===== src/hdl/swgc_pkg.sv =====
// Constants shared by the global switch control register block
package swgc_pkg;
  // ==========================================================
  // Register bus
  localparam int ADDR_W = 8;
  localparam int DATA_W = 16;
  localparam logic [7:0] OFS_IDENT = 8'h00;
  localparam logic [7:0] OFS_GCTL1 = 8'h02;
  // ==========================================================
  // Identity register fields
  localparam int ID_FAMILY_LSB = 8;
  localparam int ID_CHIP_LSB = 4;
  localparam int ID_REV_LSB = 1;
  localparam int ID_START_BIT = 0;
  localparam logic ID_START_RST = 1'b0;
  // ==========================================================
  // Global control one fields
  localparam int G1_PASS_ALL = 15;
  localparam int G1_TX_PAUSE = 13;
  localparam int G1_RX_PAUSE = 12;
  localparam int G1_LEN_CHK = 11;
  localparam int G1_AGE_EN = 10;
  localparam int G1_FAST_AGE = 9;
  localparam int G1_AGGR_BO = 8;
  localparam int G1_PASS_FC = 3;
  localparam int G1_LINK_AGE = 0;
  localparam logic [15:0] G1_RST = 16'h3400;
  // ==========================================================
  // Frame length check
  localparam logic [15:0] LEN_TYPE_LIMIT = 16'h05DC; // 1500
  // ==========================================================
  // Aging times and their cycle counts
  localparam longint unsigned CLK_HZ = 25000000;
  localparam longint unsigned NORM_AGE_S = 300;
  localparam longint unsigned FAST_AGE_US = 800;
  localparam longint unsigned NORM_AGE_CYC = NORM_AGE_S * CLK_HZ;
  localparam longint unsigned FAST_AGE_CYC = (FAST_AGE_US * CLK_HZ) / 1000000;
  // Link-change cycle must be strictly shorter than the fast one
  localparam longint unsigned LINK_AGE_CYC = FAST_AGE_CYC - 1;
  localparam int AGE_CNT_W = 36;
endpackage : swgc_pkg


===== src/hdl/age_ctrl_if.sv =====
// Carrier between control registers, aging timer and link monitor
`timescale 1ns/100ps
interface age_ctrl_if;
  logic age_en; // Aging runs
  logic fast; // Fast period selected
  logic lc_req; // Link-change one-shot request, pulse
  logic tick; // Age cycle completed, pulse
  logic loss; // Some port lost link, pulse
  modport ctrl (output age_en, output fast, output lc_req, input tick, input loss);
  modport ager (input age_en, input fast, input lc_req, output tick);
  modport mon (output loss);
endinterface : age_ctrl_if


===== src/hdl/age_timer.sv =====
// Aging period timer with normal, fast and link-change periods
`timescale 1ns/100ps
module age_timer #(
  parameter logic [35:0] NORM_CYC = 36'(swgc_pkg::NORM_AGE_CYC),
  parameter logic [35:0] FAST_CYC = 36'(swgc_pkg::FAST_AGE_CYC),
  parameter logic [35:0] LINK_CYC = 36'(swgc_pkg::LINK_AGE_CYC)
) (
  input wire logic i_clk,
  input wire logic i_rst_b,
  age_ctrl_if.ager bus
);
  // ==========================================================
  // Counter state
  logic [35:0] cnt_r; // Cycles into current period
  logic os_r; // One short link-change cycle pending after link change
  wire [35:0] period = os_r ? LINK_CYC : (bus.fast ? FAST_CYC : NORM_CYC);
  // At or past the last count: a switch to a shorter period after the
  // count has passed it expires at once instead of wrapping the counter
  wire expire = bus.age_en && (cnt_r >= period - 36'h1);
  logic tick_r;
  assign bus.tick = tick_r;

  // Count only while aging is on; a request restarts the period
  always_ff @(posedge i_clk) begin
    if (!i_rst_b) begin
      cnt_r <= 36'h0;
      os_r <= 1'b0;
      tick_r <= 1'b0;
    end else begin
      tick_r <= expire;
      if (bus.lc_req) begin
        cnt_r <= 36'h0; // Short link-change cycle measured from the link drop
      end else if (!bus.age_en || expire) begin
        cnt_r <= 36'h0;
      end else begin
        cnt_r <= cnt_r + 36'd1;
      end
      // Set wins over the clear at end of cycle
      if (bus.lc_req) begin
        os_r <= 1'b1;
      end else if (expire) begin
        os_r <= 1'b0;
      end
    end
  end

  // ==========================================================
  // Checks
  chk_age_halted: assert property (@(posedge i_clk) disable iff (!i_rst_b)
    !bus.age_en |=> !bus.tick) else $error("aging ticked while disabled");
  chk_fast_expiry: assert property (@(posedge i_clk) disable iff (!i_rst_b)
    bus.age_en && bus.fast && !os_r && !bus.lc_req && cnt_r == FAST_CYC - 36'd1
    |=> bus.tick) else $error("fast age period not honoured");
  chk_oneshot_ends: assert property (@(posedge i_clk) disable iff (!i_rst_b)
    expire && !bus.lc_req |=> !os_r) else $error("link-change cycle did not end");
  cov_oneshot: cover property (@(posedge i_clk) disable iff (!i_rst_b) os_r && expire);
endmodule : age_timer


===== src/hdl/link_loss_detect.sv =====
// Detects any port dropping from link to no link
`timescale 1ns/100ps
module link_loss_detect #(
  parameter int N_PORTS = 2
) (
  input wire logic i_clk,
  input wire logic i_rst_b,
  input wire logic [N_PORTS-1:0] i_link,
  age_ctrl_if.mon bus
);
  // ==========================================================
  // Per-port edge detect
  logic [N_PORTS-1:0] prev_r; // Link level last cycle
  logic [N_PORTS-1:0] fall; // Link lost this cycle
  logic loss_r;
  assign bus.loss = loss_r;

  genvar g;
  generate
    for (g = 0; g < N_PORTS; g++) begin : g_port
      assign fall[g] = prev_r[g] && !i_link[g];
    end
  endgenerate

  // Reset level zero, so a link down at start is not a loss
  always_ff @(posedge i_clk) begin
    if (!i_rst_b) begin
      prev_r <= '0;
      loss_r <= 1'b0;
    end else begin
      prev_r <= i_link;
      loss_r <= |fall;
    end
  end

  chk_loss_seen: assert property (@(posedge i_clk) disable iff (!i_rst_b)
    |fall |=> bus.loss) else $error("link loss missed");
  cov_loss: cover property (@(posedge i_clk) disable iff (!i_rst_b) bus.loss);
endmodule : link_loss_detect


===== src/hdl/switch_global_control_regs.sv =====
// Switch identity and global control registers with aging control
`timescale 1ns/100ps
// Operation
// Fabric off until start bit written one
// Identity fields read-only: family, chip, revision
// Pass all frames only with sniffer mode
// Transmit pause enable gates pause frame generation
// Receive pause enable gates reaction to pause
// Length check drops mismatched IEEE frames
// Aging runs only while enable set
// Fast age bit selects 800us period
// Bit 8 selects aggressive half-duplex back-off
// Bit 3 forwards flow control frames
// Link drop triggers one short age cycle
// Any cable loss ages out all addresses
// Reserved bits store writes, no effect
module switch_global_control_regs #(
  parameter logic [35:0] NORM_AGE_CYC = 36'(swgc_pkg::NORM_AGE_CYC),
  parameter logic [35:0] FAST_AGE_CYC = 36'(swgc_pkg::FAST_AGE_CYC),
  parameter logic [35:0] LINK_AGE_CYC = 36'(swgc_pkg::LINK_AGE_CYC),
  parameter int N_PORTS = 2,
  // Identity values, arbitrary
  parameter logic [7:0] FAMILY_CODE = 8'h5A,
  parameter logic [3:0] CHIP_CODE = 4'h3,
  parameter logic [2:0] REV_CODE = 3'h2
) (
  input wire logic i_clk,
  input wire logic i_rst_b,
  // Register port
  input wire logic [swgc_pkg::ADDR_W-1:0] i_addr,
  input wire logic [swgc_pkg::DATA_W-1:0] i_wr_data,
  input wire logic i_wr,
  input wire logic i_rd,
  output logic [swgc_pkg::DATA_W-1:0] o_rd_data,
  // Switch status inputs
  input wire logic [N_PORTS-1:0] i_link,
  input wire logic i_sniff_mode,
  // Frame length check request
  input wire logic i_len_valid,
  input wire logic [15:0] i_len_field,
  input wire logic [15:0] i_frame_len,
  // Controls to the fabric and MACs
  output logic o_switch_en,
  output logic o_pass_all_frames,
  output logic o_tx_pause_en,
  output logic o_rx_pause_en,
  output logic o_len_drop,
  output logic o_aggr_backoff,
  output logic o_pass_fc_frames,
  output logic o_age_tick,
  output logic o_flush_all
);
  // ==========================================================
  // Parameter checks
  // One-shot period must be the shortest,
  // normal the longest, or the select
  // below picks nonsense.
  // A zero link period would wrap and run the full counter range.
  // The loss detector needs one port at least.
  generate
    if (!(LINK_AGE_CYC > 36'd0 && LINK_AGE_CYC < FAST_AGE_CYC &&
          FAST_AGE_CYC < NORM_AGE_CYC) || N_PORTS < 1) begin : g_bad
      $error("aging periods must satisfy 0 < link < fast < normal");
    end
  endgenerate

  // ==========================================================
  // Register storage
  // Synchronous reset clears all of it but control one, which loads 16'h3400.
  // Read data have a register of their own
  // so the answer stands a cycle late.
  logic start_r; // Start control bit
  logic [15:0] gctl1_r; // Global control one, reserved bits kept too
  logic [15:0] rd_r; // Read data holding register
  logic pass_all_r; // Pass-all qualified by sniffer mode
  logic len_drop_r; // Drop decision for the frame offered
  logic tick_r; // Registered age tick
  logic flush_r; // Registered flush request

  // ==========================================================
  // Address decode
  // Full byte offsets compared: odd offsets
  // and gaps between registers select nothing.
  // Unmapped writes vanish without side effect.
  // Write then read back to back is allowed;
  // the read sees the word just stored.
  wire sel_ident = (i_addr == swgc_pkg::OFS_IDENT);
  wire sel_gctl1 = (i_addr == swgc_pkg::OFS_GCTL1);
  wire wr_ident = i_wr && sel_ident;
  wire wr_gctl1 = i_wr && sel_gctl1;

  // Family, chip and revision come from
  // parameters and have no storage, so no
  // write can ever reach them.
  // Identity word: read-only fields plus the live start bit
  wire [15:0] ident_word = {FAMILY_CODE, CHIP_CODE, REV_CODE, start_r};

  // Captured on the strobe, held until the
  // next one: a slow reader needs no repeat.
  // Both registers share this read path.
  // Unmapped reads return zero
  wire [15:0] rd_nxt = !i_rd ? rd_r :
                       sel_ident ? ident_word :
                       sel_gctl1 ? gctl1_r : 16'h0000;

  // Clearing the bit stops the fabric at
  // once; there is no drain phase here.
  // Other bits of the write word are ignored.
  // Only the start bit of the identity word is writable
  wire start_nxt = wr_ident ? i_wr_data[swgc_pkg::ID_START_BIT] : start_r;

  // Reserved bits read back and drive
  // nothing, so read-modify-write is safe.
  // Reset value holds until the first write.
  // Whole word is stored, reserved bits included
  wire [15:0] gctl1_nxt = wr_gctl1 ? i_wr_data : gctl1_r;

  // ==========================================================
  // Field decode
  // Bits that steer the aging timer; pause,
  // back-off and pass bits go to outputs.
  // Plain wires, no added latency.
  wire age_en = gctl1_r[swgc_pkg::G1_AGE_EN];
  wire fast_age = gctl1_r[swgc_pkg::G1_FAST_AGE];
  wire link_age = gctl1_r[swgc_pkg::G1_LINK_AGE];

  // Outside sniffer mode the bit is kept but
  // idle, so bad frames never leak out.
  // Pass-all only counts in sniffer mode; meant for debug only
  wire pass_all_nxt = gctl1_r[swgc_pkg::G1_PASS_ALL] && i_sniff_mode;

  // Values at or above the limit are type
  // codes, not lengths, never compared.
  // One decision per offer, a cycle later.
  // Length field compared only for IEEE frames below the limit
  wire is_ieee = (i_len_field < swgc_pkg::LEN_TYPE_LIMIT);
  wire len_mismatch = (i_len_field != i_frame_len);
  wire len_drop_nxt = i_len_valid && gctl1_r[swgc_pkg::G1_LEN_CHK] &&
                      is_ieee && len_mismatch;

  // ==========================================================
  // Aging datapath
  // Timer and loss detector share a carrier.
  // A link-change request restarts the timer
  // for one short period, then it falls back
  // to the fast or normal period.
  // Flush on loss ignores the link-change bit.
  // Limitation: normal period is one exact
  // count; no spread around it is modelled.
  // Trade-off: one wide counter for all three
  // periods, wider than fast alone needs.
  age_ctrl_if age_bus ();
  assign age_bus.age_en = age_en;
  assign age_bus.fast = fast_age;
  // Link-change aging only when enabled; flush happens regardless
  assign age_bus.lc_req = age_bus.loss && link_age;

  // Period timer: normal, fast, one-shot
  age_timer #(
    .NORM_CYC(NORM_AGE_CYC),
    .FAST_CYC(FAST_AGE_CYC),
    .LINK_CYC(LINK_AGE_CYC)
  ) u_age_timer (
    .i_clk(i_clk),
    .i_rst_b(i_rst_b),
    .bus(age_bus)
  );

  // Loss detector: any port losing link
  link_loss_detect #(
    .N_PORTS(N_PORTS)
  ) u_link_loss (
    .i_clk(i_clk),
    .i_rst_b(i_rst_b),
    .i_link(i_link),
    .bus(age_bus)
  );

  // ==========================================================
  // Register update
  // Software-visible state: start bit,
  // control one and read data. Reset turns
  // pause handling and aging on, rest off.
  always_ff @(posedge i_clk) begin
    if (!i_rst_b) begin
      start_r <= swgc_pkg::ID_START_RST; // Fabric held off
      gctl1_r <= swgc_pkg::G1_RST;
      rd_r <= 16'h0000;
    end else begin
      start_r <= start_nxt;
      gctl1_r <= gctl1_nxt;
      rd_r <= rd_nxt;
    end
  end

  // Registering costs one cycle of latency
  // but keeps every output on a flop.
  // Qualified controls and event outputs, each from a flop
  always_ff @(posedge i_clk) begin
    if (!i_rst_b) begin
      pass_all_r <= 1'b0;
      len_drop_r <= 1'b0;
      tick_r <= 1'b0;
      flush_r <= 1'b0;
    end else begin
      pass_all_r <= pass_all_nxt;
      len_drop_r <= len_drop_nxt;
      tick_r <= age_bus.tick;
      flush_r <= age_bus.loss; // Age out everything on cable loss
    end
  end

  // ==========================================================
  // Outputs
  // Levels follow the register bits; tick,
  // flush and drop are one-cycle pulses.
  assign o_rd_data = rd_r;
  assign o_switch_en = start_r;
  assign o_pass_all_frames = pass_all_r;
  assign o_tx_pause_en = gctl1_r[swgc_pkg::G1_TX_PAUSE];
  assign o_rx_pause_en = gctl1_r[swgc_pkg::G1_RX_PAUSE];
  assign o_len_drop = len_drop_r;
  assign o_aggr_backoff = gctl1_r[swgc_pkg::G1_AGGR_BO];
  assign o_pass_fc_frames = gctl1_r[swgc_pkg::G1_PASS_FC];
  assign o_age_tick = tick_r;
  assign o_flush_all = flush_r;

  // ==========================================================
  // Checks
  // Bus checks look one cycle after the
  // strobe, where the result stands; pulses
  // are checked in the cycle they stand.
  chk_start_enables: assert property (@(posedge i_clk) disable iff (!i_rst_b)
    wr_ident |=> o_switch_en == $past(i_wr_data[0])) else $error("start bit not applied");
  chk_ident_fixed: assert property (@(posedge i_clk) disable iff (!i_rst_b)
    i_rd && sel_ident |=> o_rd_data[15:1] == {FAMILY_CODE, CHIP_CODE, REV_CODE})
    else $error("identity fields changed");
  chk_pass_all_sniff: assert property (@(posedge i_clk) disable iff (!i_rst_b)
    !i_sniff_mode |=> !o_pass_all_frames) else $error("pass-all without sniffer");
  chk_tx_pause_off: assert property (@(posedge i_clk) disable iff (!i_rst_b)
    wr_gctl1 && !i_wr_data[13] |=> !o_tx_pause_en) else $error("tx pause not off");
  chk_rx_pause_off: assert property (@(posedge i_clk) disable iff (!i_rst_b)
    wr_gctl1 && !i_wr_data[12] |=> !o_rx_pause_en) else $error("rx pause not off");
  chk_len_drop_req: assert property (@(posedge i_clk) disable iff (!i_rst_b)
    i_len_valid && gctl1_r[11] && i_len_field < 16'h05DC && i_len_field != i_frame_len
    |=> o_len_drop) else $error("mismatched frame not dropped");
  chk_len_keep_eth: assert property (@(posedge i_clk) disable iff (!i_rst_b)
    i_len_field >= 16'h05DC |=> !o_len_drop) else $error("ethernet frame dropped");
  chk_backoff_sel: assert property (@(posedge i_clk) disable iff (!i_rst_b)
    wr_gctl1 |=> o_aggr_backoff == $past(i_wr_data[8])) else $error("back-off not set");
  chk_pass_fc_sel: assert property (@(posedge i_clk) disable iff (!i_rst_b)
    wr_gctl1 |=> o_pass_fc_frames == $past(i_wr_data[3])) else $error("fc pass not set");
  chk_flush_follow: assert property (@(posedge i_clk) disable iff (!i_rst_b)
    age_bus.loss |=> o_flush_all) else $error("flush not raised");
  chk_reserved_kept: assert property (@(posedge i_clk) disable iff (!i_rst_b)
    wr_gctl1 ##1 (i_rd && sel_gctl1 && !i_wr) |=> o_rd_data == $past(i_wr_data, 2))
    else $error("control word not read back");
  // Start moves only on an identity write
  chk_start_held: assert property (@(posedge i_clk) disable iff (!i_rst_b)
    !wr_ident |=> $stable(o_switch_en)) else $error("start moved without write");

  // Control word moves only on its write
  chk_ctl_held: assert property (@(posedge i_clk) disable iff (!i_rst_b)
    !wr_gctl1 |=> $stable(gctl1_r)) else $error("control moved without write");

  // Pass-all applies once sniffer mode is on
  chk_pass_all_on: assert property (@(posedge i_clk) disable iff (!i_rst_b)
    gctl1_r[swgc_pkg::G1_PASS_ALL] && i_sniff_mode |=> o_pass_all_frames)
    else $error("pass-all not applied");

  // Pause directions come back when set
  chk_tx_pause_on: assert property (@(posedge i_clk) disable iff (!i_rst_b)
    wr_gctl1 && i_wr_data[swgc_pkg::G1_TX_PAUSE] |=> o_tx_pause_en)
    else $error("tx pause not on");
  chk_rx_pause_on: assert property (@(posedge i_clk) disable iff (!i_rst_b)
    wr_gctl1 && i_wr_data[swgc_pkg::G1_RX_PAUSE] |=> o_rx_pause_en)
    else $error("rx pause not on");

  // No drop while length checking is off
  chk_len_check_off: assert property (@(posedge i_clk) disable iff (!i_rst_b)
    !gctl1_r[swgc_pkg::G1_LEN_CHK] |=> !o_len_drop) else $error("drop while check off");

  // No tick two cycles after aging is off
  chk_tick_gated: assert property (@(posedge i_clk) disable iff (!i_rst_b)
    !age_en |-> ##2 !o_age_tick) else $error("age tick while aging off");

  // Read data stand until the next strobe
  chk_read_holds: assert property (@(posedge i_clk) disable iff (!i_rst_b)
    !i_rd |=> $stable(o_rd_data)) else $error("read data changed without read");

  // Places outside both registers read zero
  chk_unmapped_zero: assert property (@(posedge i_clk) disable iff (!i_rst_b)
    i_rd && !sel_ident && !sel_gctl1 |=> o_rd_data == 16'h0000)
    else $error("unmapped place not zero");

  // Covers for the main scenarios
  cov_start: cover property (@(posedge i_clk) disable iff (!i_rst_b) $rose(o_switch_en));
  cov_len_drop: cover property (@(posedge i_clk) disable iff (!i_rst_b) o_len_drop);
  cov_back_to_back: cover property (@(posedge i_clk) disable iff (!i_rst_b)
    wr_gctl1 ##1 (i_rd && sel_gctl1));
endmodule : switch_global_control_regs


===== config.mk =====
export PLATFORM = sky130hd
export DESIGN_NAME = switch_global_control_regs
export DESIGN_NICKNAME = d
export VERILOG_FILES = /design/src/hdl/swgc_pkg.sv /design/src/hdl/age_ctrl_if.sv /design/src/hdl/age_timer.sv /design/src/hdl/link_loss_detect.sv /design/src/hdl/switch_global_control_regs.sv
export SDC_FILE = /design/constraint.sdc
export NUM_CORES = 1
export LEC_CHECK = 0
export BUFFER_PORTS_ARGS = -buffer_cell sky130_fd_sc_hd__buf_4
export CAP_MARGIN = 25
export CORE_ASPECT_RATIO = 0.75
export CORE_UTILIZATION = 49
export CTS_CLUSTER_SIZE = 30
export DETAILED_ROUTE_END_ITERATION = 8
export GPL_ROUTABILITY_DRIVEN = 0
export PLACE_DENSITY = 0.76
export SLEW_MARGIN = 5
export SYNTH_ARGS = -nofsm -noshare
export SYNTH_HDL_FRONTEND = slang
export SYNTH_SLANG_ARGS = --single-unit
export TNS_END_PERCENT = 50

===== constraint.sdc =====
create_clock -name i_clk -period 2.7 [get_ports i_clk]
set_clock_uncertainty 0.05 [all_clocks]
set_input_delay 0.405 -clock i_clk [delete_from_list [all_inputs] [get_ports i_clk]]
set_output_delay 0.405 -clock i_clk [all_outputs]
set_load 0.05 [all_outputs]

* Yosys cells after proc, flatten, opt, wreduce, memory -nomap -nowiden
Cells that the tools add are included.
Widths: inputs -> output; s select.
** Word-level totals
- Flip-flop bits (word level) :: 78
- Input port bits :: 64
- Logic and storage cells :: 43
** Cells by class
- Equal/unequal tests :: 2
- $add $sub $neg :: 2
- Muxes and demuxes :: 6
- Order comparisons :: 2
- Reductions and logical operators :: 18
- Bitwise operators :: 1
** Operator list (number)
- $add 36x1->36 const B :: 1
- $ge 36x36->1 :: 1
- $mux 36 :: 1
- $sub 36x1->36 const B :: 1
- $mux 33 :: 1
- $mux 16 :: 2
- $lt 16x11->1 const B :: 1
- $ne 16x16->1 :: 1
- $logic_and 1x1->1 :: 10
- $eq 8x2->1 const B :: 1
- $logic_not 8->1 :: 1
- $logic_not 1->1 :: 3
- $reduce_or 3->1 :: 1
- $mux 1 :: 2
- $reduce_bool 2->1 :: 1
- $reduce_or 2->1 :: 1
- $logic_or 1x1->1 :: 1
- $not 1->1 :: 1

* Longest topological paths before layout
Gate-level depths: netlist (run 1).
- Depth in word-level cells :: 7
- Gate-level depth with buffers :: 8
- Depth with buffers taken out :: 7

* By module
Synthesis (run 1) repeated with hierarchy kept, for this count alone.
** Unflattened totals
- Cell total of the unflattened synthesis :: 423
- Area, all modules :: 3916.3 um^2
** By module, submodules not included
- age_timer :: seq. area each 760.7 um^2, instances 1, area an instance 2082.0 um^2, cells each 237
- switch_global_control_regs :: seq. area each 740.7 um^2, instances 1, area an instance 1736.7 um^2, cells each 178
- link_loss_detect :: seq. area each 60.1 um^2, instances 1, area an instance 97.6 um^2, cells each 8

* Least setup slack after synthesis (run 1)
No wires, ideal clock.
- Path kind :: register to register
- Start point :: register u_age_timer.os_r
- End point :: register u_age_timer.cnt_r[10]
- Data required time :: 2.520 ns
- Setup slack :: -0.016 ns
- Period minus slack after synthesis :: 2.716 ns
- Cell stages (with the launch flop) :: 9
- Arrival :: 2.536 ns
- Cells stage by stage :: dfxtp_1 > or2_2 > ha_1 > nand3_1 > a211o_1 > a2111o_1 > a2111oi_4 > buf_6 > nor3_1
** On the way
- Word-level cells in the longest chain between the ends :: 6
** RTL lines
- start: declaration :: RTL line age_timer.sv:15 : logic os_r;
- start signal: assignment :: RTL line age_timer.sv:27 : os_r <= 1'b0;
- start signal: assignment :: RTL line age_timer.sv:40 : os_r <= 1'b1;
- start signal: assignment :: RTL line age_timer.sv:42 : os_r <= 1'b0;
- $mux 36 :: RTL line age_timer.sv:16 : wire [35:0] period = os_r ? LINK_CYC : (bus.fast ? FAST_CYC : NORM_CYC);
- $sub 36x1->36 :: RTL line age_timer.sv:19 : wire expire = bus.age_en && (cnt_r >= period - 36'h1);
- $ge 36x36->1 :: RTL line age_timer.sv:19
- $logic_and 1x1->1 :: RTL line age_timer.sv:19
- $logic_or 1x1->1 :: RTL line age_timer.sv:33 : end else if (!bus.age_en || expire) begin
- $reduce_or 3->1 (no source line)
- end signal: assignment :: RTL line age_timer.sv:36 : cnt_r <= cnt_r + 36'd1;
- end: declaration :: RTL line age_timer.sv:14 : logic [35:0] cnt_r;
Every way passes these cells.
A chain may end at the register's enable or synchronous reset.

* Final worst setup path (run 1)
- Start point :: register u_age_timer.os_r
- End point :: register u_age_timer.cnt_r[8]
Same word-level chain as after synthesis.

==> results.yml, run 1 <==
synthesis:
  syn_avg_cell_area_um2: 8.76
  yosys_warnings: 0
  ys_types: 45
  ys_seq_area_share_pct: 40.4
  synth_edf_count: 0
  yosys.area.top_type_share_pct: 40.4
  synth_seq_cells: 78
  synth_area_um2: 3860
  yosysTopAreaCell: "dfxtp_1"
  netlist_top_cells_count: "78 x dfxtp_1, 47 x nand2_1, 46 x nor3_1"
  yosys.cell_count.top_type: "dfxtp_1"
  yosys-top-cells-area: "dfxtp_1 40%, xnor2_1 9.3%, nor3_1 6.0%, ha_1 5.5%, nand2_1 4.6%"
  synth_top_flop_cell: "dfxtp_1"
  synthArstFlopShare_pct: 0
  synth_cells: 441
routing:
  wire_per_inst_um: 13.9
  first_pass_iters: 4
  remaining_drc_errors: 0
  final_antenna_net_count: 0
  drtIter0Drc: 96
  vias: 3329
  wl_um: 8840
  viasPerCell: 5.24
grt:
  grt_use_total_pct: 22.0
  grt_pass1_wl_um: 14600
  grt_pass1_vias: 3169
  antenna_found_initial: 0
  grt_overflow: 0
  grt_max_degree: 44
min_path:
  min_path_type: "in -> reg"
  hp-start: "i_link[0]"
sta:
  drv_slew: 0
  setup-violations-final: 0
  worstMarginPinSlew_ns: 0.592
  fin_setup_tns_ns: 0
  finalHoldViolCount: 0
  grt_setup_unrepaired: "false"
  relSlewSlack_pct: 60.4
  fmax_mhz: 393
  fin_crit_sh_pct: 94.3
  fin_crit_ns: 2.55
worst_setup_path:
  setup.worst_path.start_class: "register"
  arrival_ns: 2.73
  crit_type: "reg -> reg"
  r2r_start: "u_age_timer.os_r"
  crit_fanout: 19
  required_ns: 2.88
  end_kind: "register"
  r2r_slack_ns: 0.15
  crit_start: "u_age_timer.os_r"
clocking:
  path_clk_slew_ns: 0.09
  holdBufCountCts: 0
  clk_latency_ns: 0.36
  clkSinkCount: 78
  post_cts_buffers: 0
  cts_buffers: 9
  cts_max_level: 3
  clock-root-buffer: "clkbuf_8"
  cts_resized: 0
  clk_path_buf_depth: 2
  cts_tree: "done"
cells_and_area:
  syn2layout_area_growth_pct: 25.8
  layout-drive-gt1-share_pct: 22.5
  nets: 610
  final.fill_count: 645
  regArea_um2: 1560
  multi_input_area_um2: 2160
  diodes: 0
run:
  cap_violations: 0
power_and_ir_drop:
  powerDensity_nw_per_um2: 463
  vdd_drop_max_mv: 0.267
  cellLeakagePower_nw: 1.87
  p_total_mw: 2.25
die:
  die_w_um: 105
  start_util_pct: 51.5
  num_rows: 27
  die_y_um: 78.9
  ioPinCount: 89
  core_area_um2: 7500
  die_area_um2: 8250
placed_design:
  port_buffers: 88
  dpl.hpwl_um: 6420
status:
  outcome: "finished, final reports clean"
final timing paths:
check                                        endpoint  cells after the start
worst max-delay path             u_age_timer.cnt_r[8]                      8
worst min-delay path            u_link_loss.prev_r[0]                      2
worst max register to register   u_age_timer.cnt_r[8]                      8
worst min register to register             o_age_tick                      1
critical path, cell delays in order, from the launching register on:
cell and delay, ns:
dfxtp_1 0.32, or2_4 0.29, ha_1 0.30, and4b_1 0.19, nand4_1 0.12, a2111o_1 0.44, a2111oi_4 0.36, buf_6 0.25
nor3_1 0.08
power by group:
group / total, mW / switching, mW / internal (mW)
Clock: 0.930 / 0.481 / 0.448
Combinational: 0.158 / 0.0639 / 0.0942
Sequential: 1.16 / 0.00283 / 1.16
kinds of logic (layout without fill, tap and decap cells):
logic type                 count (synthesis)  in the layout  share of synthesized area, %
DFF                                       78             78                          40.4
other                                      1              2                        0.0971
muxes                                      2              2                         0.551
xor gates and xnor gates                  47             47                          10.7
AOI/OAI and AO/OA                         53             53                          10.1
adders and majority gates                 17             17                          5.51
buffers and inverters                     35            127                          4.05
and+or+nand+nor                          208            208                          28.6
cell usage in the layout, fill, tap and decap left out, types with 2 or more instances in the layout:
cell type,instances
conb_1,2
buf_4,95
a31oi_1,2
nor2b_1,17
nor2_1,8
nand3_1,23
xor2_1,6
nand4_1,14
nand2_1,47
nor4_1,8
nand2b_1,17
a211o_1,2
buf_6,2
or4_1,3
dfxtp_1,78
and4b_1,2
nor3_1,45
a21oi_1,14
ha_1,17
xnor2_1,41
and3_1,6
inv_6,4
a21boi_0,16
inv_1,13
o21ai_0,2
and4_1,4
and2_1,8
a21boi_1,5
a21o_1,3
clkbuf_8,9
sequential cells by signal (all words and copies together) (netlist names):
signal	count
o_len_drop	1
o_pass_all_frames	1
o_rd_data	16
o_age_tick	1
u_age_timer.bus.tick	1
o_flush_all	1
o_switch_en	1
u_age_timer.cnt_r	36
u_age_timer.os_r	1
u_link_loss.prev_r	2
u_link_loss.bus.loss	1
gctl1_r	16
metal layers:
metal | GRT usage [%] | wire [um] | up-vias
met5 | 0 | 0 | -
met4 | 7.57 | 94 | 0
met3 | 4.43 | 323 | 7
met2 | 36.6 | 4280 | 67
met1 | 28.5 | 4140 | 1543
li1 | - | - | 1712
layout make-up:
type | instances | area share, %
inverter | 13 | 1.00
multi-input combinational | 329 | 44.4
sequential | 78 | 32.1
tap | 101 | 2.60
clock buffer | 9 | 2.55
clock inverter | 7 | 1.75
timing repair buffer | 98 | 15.6
stage by stage:
step | worst slack, ns | utilization [%] | cells | instance area (um2) | hold WS [ns]
2_1_floorplan | 0.0476 | - | 442 | 3870 | 0.362
3_3_place_gp | 0.152 | 61.8 | 619 | 4640 | 0.372
3_5_place_dp | 0.110 | 61.8 | 619 | 4640 | 0.379
4_1_cts | 0.0968 | 64.6 | 635 | 4840 | 0.190
5_1_grt | 0.0156 | 64.8 | 635 | 4860 | 0.201
6_report | 0.155 | 64.8 | 635 | 4860 | 0.206
(Power assumes the default switching activity.)
==> inputs of run 2 (changes only) <==
CORE_UTILIZATION = 54   (was 49)
PLACE_DENSITY = 0.8   (was 0.76)
clock period = 2.35 ns   (was 2.7 ns; I/O delays follow)
==> run 2 against run 1 <==
  * The run now ends with negative setup slack left
  * Sequential share of layout area decreased by 0.85 points
  * Register-to-register slack got worse by 0.29 ns
  * Non-clock buffer count increased by 15
  * Clock-buffer cell count unchanged
  * Final area increased by 2.7%
  * Combinational power increased by 21%
  * Final cell count increased by 1.9%
  * Clock power increased by 9.7%
  * Die area decreased by 9.1%
  * Critical endpoint is now u_age_timer.cnt_r[25]
  * Largest cell class unchanged
==> results.yml, run 2 (synthesis results as in run 1) <==
cells_and_area:
  final.fill_count: 508
  regArea_um2: 1560
  multi_input_area_um2: 2190
  largest_reg_flops: 36
  final_cell_mix: "110 x buf_4, 78 x dfxtp_1, 47 x nand2_1"
  final_core_util_pct: 72.7
  nets: 625
  regMostFlops: "u_age_timer.cnt_r"
  diodes: 0
  syn2layout_area_growth_pct: 29.2
  design_area_um2: 4990
  layout-drive-gt1-share_pct: 25.3
  final_common_cell: "buf_4"
status:
  outcome: "complete, but fails checks"
  violations: "negative setup slack"
die:
  die_w_um: 99.7
  num_rows: 26
  core_area_um2: 6860
  die_y_um: 75.2
  start_util_pct: 56.3
  ioPinCount: 89
  die_area_um2: 7500
clocking:
  clk_latency_ns: 0.35
  cts_max_level: 3
  clock-root-buffer: "clkbuf_8"
  cts_tree: "done"
  path_clk_slew_ns: 0.08
  clkSinkCount: 78
  clk_path_buf_depth: 2
  cts_buffers: 9
power_and_ir_drop:
  cellLeakagePower_nw: 1.94
  powerDensity_nw_per_um2: 510
  vdd_drop_max_mv: 0.291
  p_total_mw: 2.54
placed_design:
  place_area_um2: 4760
  dpl.hpwl_um: 6680
  pre_cts_slack_ns: -0.241
  port_buffers: 88
worst_setup_path:
  crit_fanout: 16
  path_cells: "or2_4, ha_1, nand3_1, a211o_1, a2111o_1, a2111oi_4, buf_6, nor3_1"
  required_ns: 2.54
  crit_type: "reg -> reg"
  crit_slowest_cell: "a2111o_1"
  reg2regPathDepth: 8
  end_kind: "register"
  cp.buffers_inverters: 1
  crit_family: "compound AO/OA/AOI/OAI gates"
  max_stage_delay_ns: 0.40
  arrival_ns: 2.68
  setup.worst_path.start_class: "register"
  worst-path-stages: 8
grt:
  grt_use_total_pct: 25.8
  grt_overflow: 0
  antenna_found_initial: 0
  grtUsageMet2_pct: 43.3
  use_met1_pct: 32.3
  top_usage_layer: "met2"
  grt_pass1_vias: 3330
  grt_pass1_wl_um: 15100
  grtUsageMet3_pct: 8.73
  grt_max_degree: 31
sta:
  setup-violations-final: 36
  fin_crit_ns: 2.49
  fin_crit_sh_pct: 106
  layout_setup_ws_ns: -0.136
  fmax_mhz: 402
  finalHoldViolCount: 0
  grt_setup_unrepaired: "true"
  drv_slew: 0
routing:
  viasPerCell: 5.28
  final_antenna_net_count: 0
  vias: 3415
  wire_per_inst_um: 13.8
  first_pass_iters: 4
  wl_um: 8950
  remaining_drc_errors: 0
  drtIter0Drc: 155
run:
  cap_violations: 0
min_path:
  min_path_type: "in -> reg"
  hold-path-cell-count: 3
## run 2: report_power, final
| group | switching [mW] | internal, mW | total [mW] | leakage (nW) |
|---|---|---|---|---|
| Clock | 0.518 | 0.503 | 1.02 | 0.105 |
| Sequential | 0.00293 | 1.33 | 1.33 | 0.630 |
| Combinational | 0.0782 | 0.113 | 0.191 | 1.20 |
## run 2: area by class of cell
cell class                 count  area share (%)
multi-input combinational    329            43.9
clock buffer                   9            2.48
timing repair buffer         113            17.3
sequential                    78            31.3
tap                           98            2.46
inverter                      13           0.978
clock inverter                 7            1.58
## run 2: path summary, 6_finish.rpt
check / start / end / slack [ns]
worst max-delay path: u_age_timer.os_r / u_age_timer.cnt_r[25] / -0.14
worst min-delay path: i_wr_data[10] / gctl1_r[10] / 0.16
worst max register to register: u_age_timer.os_r / u_age_timer.cnt_r[25] / -0.14
worst min register to register: u_age_timer.bus.tick / o_age_tick / 0.39
## run 2: metrics by stage
| step | cells | TNS, ns | hold slack [ns] |
|---|---|---|---|
| final | 647 | -4.30 | 0.160 |
| after global routing | 647 | -7.96 | 0.146 |
| after CTS | 647 | -4.50 | 0.152 |
| after detailed placement | 631 | -7.20 | 0.367 |
| after global placement | 631 | -4.83 | 0.373 |
| after floorplan | 442 | -8.75 | 0.362 |
## run 2: what timing repair did
action / CTS / global route
resized for setup: 2 / 5
pin swaps: 3 / 1
setup endpoints to repair: 36 / 36
hold endpoints to repair: 0 / 0
hold buffers: 0 / 0
buffers inserted: 0 / 0
## run 2: layer usage
| metal | vias up | share of wire (%) |
|---|---|---|
| li1 | 1739 | - |
| met1 | 1566 | 46 |
| met2 | 101 | 46 |
| met3 | 9 | 7.1 |
| met4 | 0 | 0.74 |
| met5 | - | 0 |
## run 2: worst reg2reg max path, delay by kind of cell (launching register included)
kind	cells	cell delay, ns
adder cells (fa/ha/maj)	1	0.31
AND/OR/NAND/NOR	3	0.46
AO/OA/AOI/OAI	3	1.01
flip-flops	1	0.32
buffers and inverters	1	0.23
